===== src/design/usb_cmd_regs_cfg.svh =====
// constants of the command-addressed general register set and its host
`ifndef USB_CMD_REGS_CFG_SVH
`define USB_CMD_REGS_CFG_SVH

// command codes, carried on the low data byte of a command phase
`define CMD_UNLOCK      8'hB0
`define CMD_SCRATCH_WR  8'hB2
`define CMD_SCRATCH_RD  8'hB3
`define CMD_FRAME_RD    8'hB4
`define CMD_IDENT_RD    8'hB5
`define CMD_INT_RD      8'hC0
`define CMD_NONE        8'h00

`define UNLOCK_CODE     16'hAA37
`define SCRATCH_INFO_W  13
`define FRAME_W         11
`define WORD_W          16
`define FLAGS_W         32

// interrupt source bit positions
`define BIT_BUS_SLEEP   7
`define BIT_SHORT_PACKET_TRANSFER_END      6
`define BIT_PSEUDO_SOF  5
`define BIT_SOF         4
`define BIT_DMA_EOT     3
`define BIT_SLEEP_ENTRY 2
`define BIT_RESUME      1
`define BIT_BUS_RESET   0
`define EP_FLAG_LSB     8
`define EP_FLAG_CNT     16
`define STICKY_EVT_MASK 32'h00FF_FF7F

// identity word; values are arbitrary
`define PART_CODE       8'h5A
`define SILICON_VER     8'h01

// timing
`define CLK_PERIOD_NS   50
`define PSEUDO_FRAME_TICK_PERIOD_NS  1000000
`define PSEUDO_FRAME_TICK_CYCLES     (`PSEUDO_FRAME_TICK_PERIOD_NS / `CLK_PERIOD_NS)
`define TICK_CNT_W      15
`define MISSED_SOF_MAX  2'h3

// host command-port register offsets
`define HREG_CMD        4'h0
`define HREG_WDATA      4'h1
`define HREG_RDATA0     4'h2
`define HREG_RDATA1     4'h3
`define HREG_STATUS     4'h4

`endif


===== src/design/usb_cmd_regs_pkg.sv =====
// types shared by the device register set and its host
package usb_cmd_regs_pkg;

   typedef struct packed {
      logic [7:0]  cmd;
      logic        word_idx;
      logic [12:0] scratch;
      logic [10:0] frame;
      logic [31:0] flags;
      logic        sleep;
      logic        locked;
      logic [14:0] tick_cnt;
      logic [1:0]  missed;
      logic        sof_seen;
      logic [15:0] rdata;
      logic        rvalid;
      logic        irq;
   } dev_state_t;

   typedef enum logic [1:0] {
      H_IDLE,
      H_CMD,
      H_DATA,
      H_WAIT
   } host_phase_t;

   typedef struct packed {
      host_phase_t phase;
      logic [7:0]  code;
      logic [1:0]  left;
      logic        cap_idx;
      logic [15:0] wd;
      logic [15:0] rd0;
      logic [15:0] rd1;
      logic        bus_sel;
      logic        bus_wr;
      logic        bus_rd;
      logic [15:0] bus_wdata;
      logic [15:0] user_rdata;
   } host_state_t;

endpackage : usb_cmd_regs_pkg


===== src/design/usb_cmd_bus_if.sv =====
// shared parallel command/data bus between processor side and device
`timescale 1ns/10ps
interface usb_cmd_bus_if;
   logic        command_data_select;
   logic        wr;
   logic        rd;
   logic [15:0] wdata;
   logic [15:0] rdata;
   logic        rvalid;

   modport dev (
      input  command_data_select,
      input  wr,
      input  rd,
      input  wdata,
      output rdata,
      output rvalid
   );

   modport host (
      output command_data_select,
      output wr,
      output rd,
      output wdata,
      input  rdata,
      input  rvalid
   );
endinterface : usb_cmd_bus_if


===== src/design/usb_cmd_regs_dev.sv =====
// device end: scratch, frame number, identity and interrupt source set
`timescale 1ns/10ps
`include "usb_cmd_regs_cfg.svh"
module usb_cmd_regs_dev #(
   parameter int PSEUDO_FRAME_TICK_CYCLES = `PSEUDO_FRAME_TICK_CYCLES
) (
   // clock and reset
   input  wire logic        clk,
   input  wire logic        reset_n,
   // processor bus
   usb_cmd_bus_if.dev       bus,
   // usb side events, one-cycle pulses
   input  wire logic        sof_det,
   input  wire logic [10:0] sof_frame,
   input  wire logic        resume_det,
   input  wire logic        bus_reset_det,
   // endpoint and dma events, one-cycle pulses
   input  wire logic [15:0] ep_event,
   input  wire logic        short_packet_transfer_end,
   input  wire logic        dma_transfer_end,
   // separate interrupt enable register contents
   input  wire logic [31:0] int_enable,
   // status out
   output logic             irq,
   output logic             bus_sleep_state
);

   localparam logic [14:0] TICK_LAST = 15'(PSEUDO_FRAME_TICK_CYCLES - 1);

   usb_cmd_regs_pkg::dev_state_t s_q;
   usb_cmd_regs_pkg::dev_state_t s_d;

   logic [31:0] ev_set;
   logic        tick;

   // word to return for a command and word index
   function automatic logic [15:0] read_word(
      input usb_cmd_regs_pkg::dev_state_t s
   );
      case (s.cmd)
         `CMD_SCRATCH_RD: read_word = {3'h0, s.scratch};
         `CMD_FRAME_RD:   read_word = {5'h00, s.frame};
         `CMD_IDENT_RD:   read_word = {`PART_CODE, `SILICON_VER};
         `CMD_INT_RD:
            read_word = s.word_idx ? s.flags[31:16] : s.flags[15:0];
         default:         read_word = 16'h0000;
      endcase
   endfunction : read_word

   // ---------------------------------------------------------------
   // event collection
   // ---------------------------------------------------------------
   always_comb begin
      tick   = (s_q.tick_cnt == TICK_LAST);
      ev_set = 32'h0000_0000;
      ev_set[`EP_FLAG_LSB +: `EP_FLAG_CNT] = ep_event;
      ev_set[`BIT_SHORT_PACKET_TRANSFER_END]     = short_packet_transfer_end;
      ev_set[`BIT_PSEUDO_SOF] = tick;
      ev_set[`BIT_SOF]        = sof_det;
      ev_set[`BIT_DMA_EOT]    = dma_transfer_end;
      ev_set[`BIT_RESUME]     = resume_det;
      ev_set[`BIT_BUS_RESET]  = bus_reset_det;
   end

   always_comb begin
      s_d        = s_q;
      s_d.rvalid = 1'b0;
      s_d.rdata  = 16'h0000;

      // ------------------------------------------------------------
      // pseudo frame tick and missed-frame watch
      // ------------------------------------------------------------
      s_d.tick_cnt = tick ? 15'h0000 : s_q.tick_cnt + 15'h0001;
      if (sof_det) begin
         s_d.sof_seen = 1'b1;
         s_d.missed   = 2'h0;
         s_d.frame    = sof_frame;
      end
      if (tick) begin
         s_d.sof_seen = sof_det;
         if (!s_q.sof_seen && !sof_det && s_q.missed != `MISSED_SOF_MAX)
         begin
            s_d.missed = s_q.missed + 2'h1;
         end
      end

      // ------------------------------------------------------------
      // bus sleep state
      // ------------------------------------------------------------
      if (!s_q.sleep && s_d.missed == `MISSED_SOF_MAX) begin
         s_d.sleep  = 1'b1;
         s_d.locked = 1'b1;
      end
      if (s_q.sleep && (resume_det || bus_reset_det || sof_det)) begin
         s_d.sleep  = 1'b0;
         s_d.missed = 2'h0;
      end

      // ------------------------------------------------------------
      // processor bus: command and data phases
      // ------------------------------------------------------------
      if (bus.wr && bus.command_data_select) begin
         s_d.cmd      = bus.wdata[7:0];
         s_d.word_idx = 1'b0;
      end else if (bus.wr) begin
         case (s_q.cmd)
            `CMD_SCRATCH_WR:
               if (!s_q.locked) begin
                  s_d.scratch = bus.wdata[`SCRATCH_INFO_W-1:0];
               end
            `CMD_UNLOCK:
               if (bus.wdata == `UNLOCK_CODE) begin
                  s_d.locked = 1'b0;
               end
            default: begin
            end
         endcase
      end else if (bus.rd && !bus.command_data_select) begin
         s_d.rvalid   = 1'b1;
         s_d.rdata    = read_word(s_q);
         s_d.word_idx = ~s_q.word_idx;
         // all sticky flags, both words, are cleared once the second word is handed over
         if (s_q.cmd == `CMD_INT_RD && s_q.word_idx) begin
            s_d.flags = s_d.flags & ~`STICKY_EVT_MASK;
         end
      end

      // ------------------------------------------------------------
      // sticky flags: a new event wins over a clear in the same cycle
      // ------------------------------------------------------------
      s_d.flags = (s_d.flags | (ev_set & `STICKY_EVT_MASK))
                  & `STICKY_EVT_MASK;
      if (!s_q.sleep && s_d.sleep) begin
         s_d.flags[`BIT_SLEEP_ENTRY] = 1'b1;
      end
      s_d.flags[`BIT_BUS_SLEEP] = s_d.sleep;
      s_d.irq = |(s_d.flags & int_enable & `STICKY_EVT_MASK);
   end

   always_ff @(posedge clk or negedge reset_n) begin
      if (!reset_n) begin
         s_q <= '{cmd: `CMD_NONE, default: '0};
      end else begin
         s_q <= s_d;
      end
   end

   assign bus.rdata       = s_q.rdata;
   assign bus.rvalid      = s_q.rvalid;
   assign irq             = s_q.irq;
   assign bus_sleep_state = s_q.sleep;

endmodule : usb_cmd_regs_dev


===== src/flat_wrapper.sv =====
// flat-port wrapper written by rule: the top's interface ports become plain ports
module usb_cmd_regs_dev_flat 
#(
   parameter int PSEUDO_FRAME_TICK_CYCLES = `PSEUDO_FRAME_TICK_CYCLES
)
  (clk, reset_n, sof_det, sof_frame, resume_det, bus_reset_det, ep_event, short_packet_transfer_end, dma_transfer_end, int_enable, irq, bus_sleep_state, bus_command_data_select, bus_wr, bus_rd, bus_wdata, bus_rdata, bus_rvalid);
  usb_cmd_bus_if bus_i ();
  input  wire logic clk;
  input  wire logic reset_n;
  input  wire logic sof_det;
  input  wire logic [10:0] sof_frame;
  input  wire logic resume_det;
  input  wire logic bus_reset_det;
  input  wire logic [15:0] ep_event;
  input  wire logic short_packet_transfer_end;
  input  wire logic dma_transfer_end;
  input  wire logic [31:0] int_enable;
  output logic irq;
  output logic bus_sleep_state;
  input wire logic [$bits(bus_i.command_data_select)-1:0] bus_command_data_select;
  input wire logic [$bits(bus_i.wr)-1:0] bus_wr;
  input wire logic [$bits(bus_i.rd)-1:0] bus_rd;
  input wire logic [$bits(bus_i.wdata)-1:0] bus_wdata;
  output wire logic [$bits(bus_i.rdata)-1:0] bus_rdata;
  output wire logic [$bits(bus_i.rvalid)-1:0] bus_rvalid;
  assign bus_i.command_data_select = bus_command_data_select;
  assign bus_i.wr = bus_wr;
  assign bus_i.rd = bus_rd;
  assign bus_i.wdata = bus_wdata;
  assign bus_rdata = bus_i.rdata;
  assign bus_rvalid = bus_i.rvalid;
  usb_cmd_regs_dev #(.PSEUDO_FRAME_TICK_CYCLES(PSEUDO_FRAME_TICK_CYCLES)) u_core (.clk(clk), .reset_n(reset_n), .bus(bus_i), .sof_det(sof_det), .sof_frame(sof_frame), .resume_det(resume_det), .bus_reset_det(bus_reset_det), .ep_event(ep_event), .short_packet_transfer_end(short_packet_transfer_end), .dma_transfer_end(dma_transfer_end), .int_enable(int_enable), .irq(irq), .bus_sleep_state(bus_sleep_state));
endmodule

===== config.mk =====
export PLATFORM = sky130hd
export DESIGN_NAME = usb_cmd_regs_dev_flat
export DESIGN_NICKNAME = d
export VERILOG_FILES = /design/src/design/usb_cmd_regs_pkg.sv /design/src/design/usb_cmd_bus_if.sv /design/src/design/usb_cmd_regs_dev.sv /design/src/flat_wrapper.sv
export VERILOG_INCLUDE_DIRS = /design/src /design/src/design
export SDC_FILE = /design/constraint.sdc
export NUM_CORES = 1
export LEC_CHECK = 0
export BUFFER_PORTS_ARGS = -buffer_cell sky130_fd_sc_hd__buf_2
export CAP_MARGIN = 20
export CORE_ASPECT_RATIO = 1.5
export CORE_MARGIN = 1
export CORE_UTILIZATION = 50
export CTS_CLUSTER_DIAMETER = 150
export DETAILED_ROUTE_END_ITERATION = 7
export PLACE_DENSITY_LB_ADDON = 0.1
export SLEW_MARGIN = 5
export SYNTH_ARGS = -nofsm -noshare
export SYNTH_HDL_FRONTEND = slang
export SYNTH_SLANG_ARGS = --single-unit

===== constraint.sdc =====
create_clock -name clk -period 2.68 [get_ports clk]
set_input_delay 0.402 -clock clk [delete_from_list [all_inputs] [get_ports clk]]
set_output_delay 0.402 -clock clk [all_outputs]
set_load 0.03 [all_outputs]

; ---- Word-level counts from Yosys, hierarchy flattened
; Cells that the tools add are included.
[op_classes]
n_addsub = 2
eq_ne = 11
n_mux = 24
n_bitwise = 5
reduce_logical = 19
[op_table]
columns = op, n
row1 = 24-bit two-way mux, 4
row2 = 16-bit case mux with 4 select lines, 1
row3 = 17-bit two-way mux, 3
row4 = "8-bit == test, second input constant", 6
row5 = 24-bit bitwise AND, 1
row6 = 24-bit bitwise OR, 1
row7 = 23-bit OR reduction, 1
row8 = "16-bit == test, second input constant", 1
row9 = 16-bit two-way mux, 1
row10 = "15-bit by 1-bit adder with 15-bit output, second input constant", 1
row11 = "15-bit == test, second input constant", 1
row12 = 15-bit two-way mux, 1
row13 = 1-bit two-way mux, 9
row14 = 1-bit logical AND, 8
row15 = 2-bit two-way mux, 3
row16 = 3-bit two-way mux, 2
row17 = 1-bit logical NOT, 4
row18 = 4-bit AND reduction, 1
row19 = 2-bit nonzero test, 2
row20 = 1-bit inverter, 3
row21 = "2-bit by 1-bit adder with 2-bit output, second input constant", 1
row22 = "2-bit == test, second input constant", 1
row23 = 1-bit logical OR, 2
row24 = "2-bit by 1-bit != test with 1-bit output, second input constant", 1
row25 = other kinds (2), 2
[word_totals]
register_bits = 95
output_inout_bits = 19
elab_cells = 74

; ---- Logic depth before layout (Yosys ltp)
[depth]
depth_word = 13
ltp_mapped = 8
depth_no_buf = 7

; ---- Least setup slack after synthesis
; OpenSTA, ideal clock, no wires.
[synth_path]
kind = input -> register
startpoint = input port bus_command_data_select
endpoint = register u_core.s_q (netlist bit u_core.irq)
setup_ns = 0.138
arrival_time_ns = 2.004
setup_slack_ns = 0.537
cell_stages = 6
n_path_buf = 0
path_cell_list = or3b_4 -> clkinv_2 -> nand4_4 -> a21o_1 -> a221o_1 -> or4_1
[synth_lines]
columns = element, line
row1 = start: declaration, flat_wrapper.sv:20  ; input wire logic [$bits(bus_i.command_data_select)-1:0] bus_command_data_select;
row2 = end signal: assignment, usb_cmd_regs_dev.sv:142  ; s_q <= '{cmd: `CMD_NONE, default: '0};
row3 = end signal: assignment, usb_cmd_regs_dev.sv:144  ; s_q <= s_d;
row4 = end: declaration, usb_cmd_regs_dev.sv:30  ; usb_cmd_regs_pkg::dev_state_t s_q;

==> impl_metrics.yaml <==
status:
  status: "finished, final reports clean"
sta:
  tns_ns: 0
  hold_viol_final: 0
  tightest_slew_ns: 0.632
  skew_ns: 0.00874
  period_share: 0.873
  hold_slack_ns: 0.0688
  period_minus_slack_ns: 2.34
  setup_viol: 0
  setup_slack_ns: 0.341
  fmax_mhz: 428
  drv_slew: 0
  maxSlewHeadroom: 0.574
  rsz0062_at_grt: "false"
worst_setup_path:
  critPathKind: "flip-flop to flip-flop"
  startpoint_type: "flip-flop"
  cp.required_ns: 2.89
  cp-end-kind: "flip-flop"
  r2r_start: "u_core.s_q[96]"
  crit_arrival_ns: 2.55
  cp-startpoint: "u_core.s_q[96]"
  worstPathMaxFanout: 14
floorplan:
  die_x_um: 76.6
  die_h_um: 114
  row_count: 40
  start_util: 0.518
  dieArea_um2: 8730
  fp.coreArea_um2: 8060
  pin_count: 104
clocking:
  cts_tree: "yes"
  cts_root_buf: "clkbuf_16"
  post-cts-setup-buffers: 0
  cts_buffer_depth: 2
  htreeDepth: 3
  cts_made_buffers: 9
  worstSkewPairLatency_ns: 0.34
  clk_pin_slew_ns: 0.06
  post_cts_resized: 0
  cts_hold_buf: 0
  clock_sinks: 94
flow_run:
  cap_violations: 0
synthesis:
  netlist_top_cells_area: "dfrtp_1, mux2_2, a21o_1, buf_4, nor2_1"
  yosysTopAreaCellShare: 0.563
  ys_warn_count: 0
  synthCells: 343
  ys_types: 43
  synth_seq_cells: 94
  syn-num-nets: 430
  ys.flop_type: "dfrtp_1"
  netlist.top_cell.by_area: "dfrtp_1"
  syn_area_um2: 4180
  yosysMostFrequentCell: "dfrtp_1"
  synthTopCellsByCount: "dfrtp_1, mux2_2, nor2_1"
  synth-edff-count: 0
  ys_seq_area_frac: 0.563
  avgSynthCellArea_um2: 12.2
  ys_async_sr_fraction: 1.00
global_routing:
  grt_pass1_vias: 3172
  antenna_found_initial: 0
  grt_pass1_wl_um: 15800
  grt_usage: 0.245
  grt-ovfl-total: 0
  grt_max_degree: 49
routing:
  drt-total-wl_um: 9590
  drc: 0
  num_vias: 3028
  drt-initial-drc-count: 232
  ant_nets: 0
  firstDrtPassIters: 4
  routedWlPerCell_um: 17.7
  viasPerCell: 5.59
pwr:
  swShare: 0.232
  p_sw_mw: 0.674
  power_frac_seq: 0.518
  combinationalPowerShare: 0.077
  p_leak_nw: 2.30
  vdd_ir_drop_max_uv: 395
  p_int_mw: 2.23
  p_clk_frac: 0.405
  power.total_mw: 2.91
  power_density_nw_per_um2: 582
placement:
  routabilityCongestion: 0.857
  place_ws_ns: 0.187
  port_buffers: 94
  hpwl_um: 7510
  placed_area_um2: 4720
layout:
  fillCellCount: 691
  fin_area_um2: 4990
  drive_gt1_frac: 0.380
  n_antenna_cell: 0
  fin_nets: 519
  syn_to_final_growth_pct: 19.5
worst_hold_path:
  hold_path_class: "input pin to async pin"
==> cells in the final DEF (no fill, tap or decap), drive strengths merged, types with 8 or more instances in the layout <==
| cell | netlist | layout |
|---|---|---|
| buf | 17 | 107 |
| dfrtp | 94 | 94 |
| mux2 | 40 | 40 |
| nor2 | 28 | 28 |
| a21o | 23 | 23 |
| nand2 | 16 | 16 |
| clkbuf | 12 | 13 |
| a22oi | 10 | 10 |
| a222oi | 9 | 9 |
| nand3 | 8 | 8 |
| o21ai | 8 | 8 |
| nand4 | 8 | 8 |
==> worst max-delay path, stage by stage (launching register included) <==
cell	delay, ns
dfrtp_1	0.44
nor4b_2	0.44
nand4_4	0.28
a21o_1	0.26
a221o_1	0.28
or4_1	0.50
==> power groups by stage <==
stage / logic [mW] / clock network (mW) / registers (mW)
5_1_grt: 0.251 / 1.25 / 1.51
6_report: 0.225 / 1.18 / 1.51
3_3_place_gp: 0.223 / 0 / 1.53
2_1_floorplan: 0.0995 / 0 / 1.52
4_1_cts: 0.229 / 1.19 / 1.51
3_5_place_dp: 0.229 / 0 / 1.53
==> sequential cells by signal, indices dropped and copies added (netlist names) <==
signal and flops:
u_core.s_q 76, u_core.bus.rdata 16, u_core.bus.rvalid 1, u_core.irq 1
==> final cells by class <==
type	count	area (µm²)	share of cell area
repair buffers	107	583	0.117
inverters	4	16.3	0.00326
clock inverters	3	20.0	0.00401
flip-flops and latches	94	2350	0.471
well taps	105	131	0.0263
multi-input cells	216	1640	0.328
clock buffers	13	250	0.0501
==> per-layer routing <==
metal,global-route usage,up-vias,share of wire
met5,0,-,0
met4,0.119,0,0.029
met3,0.0688,19,0.050
met2,0.422,81,0.53
met1,0.280,1503,0.40
li1,-,1425,-
==> through the flow <==
stage           util  std cells
6_report       0.620        542
3_5_place_dp   0.586        526
4_1_cts        0.620        542
3_3_place_gp   0.586        526
2_1_floorplan      -        343
5_1_grt        0.620        542
==> logic make-up after synthesis <==
family | Yosys count | share of synthesized area
and+or+nand+nor | 91 | 0.122
adders and majority gates | 2 | 0.00599
DFF | 94 | 0.563
xor gates and xnor gates | 13 | 0.0273
buffers and inverters | 33 | 0.0461
muxes | 41 | 0.110
AOI/OAI and AO/OA | 69 | 0.126
==> final timing paths <==
path                                  end  slack (ns)  cells after the start
min                        u_core.s_q[39]        0.07                      1
min in group clk           u_core.s_q[58]        0.25                      2
min reg2reg                u_core.s_q[21]        0.46                      1
max in group asynchronous  u_core.s_q[88]        1.96                      2
max reg2reg                    u_core.irq        0.34                      5
max                            u_core.irq        0.34                      5
(Power assumes the default switching activity.)
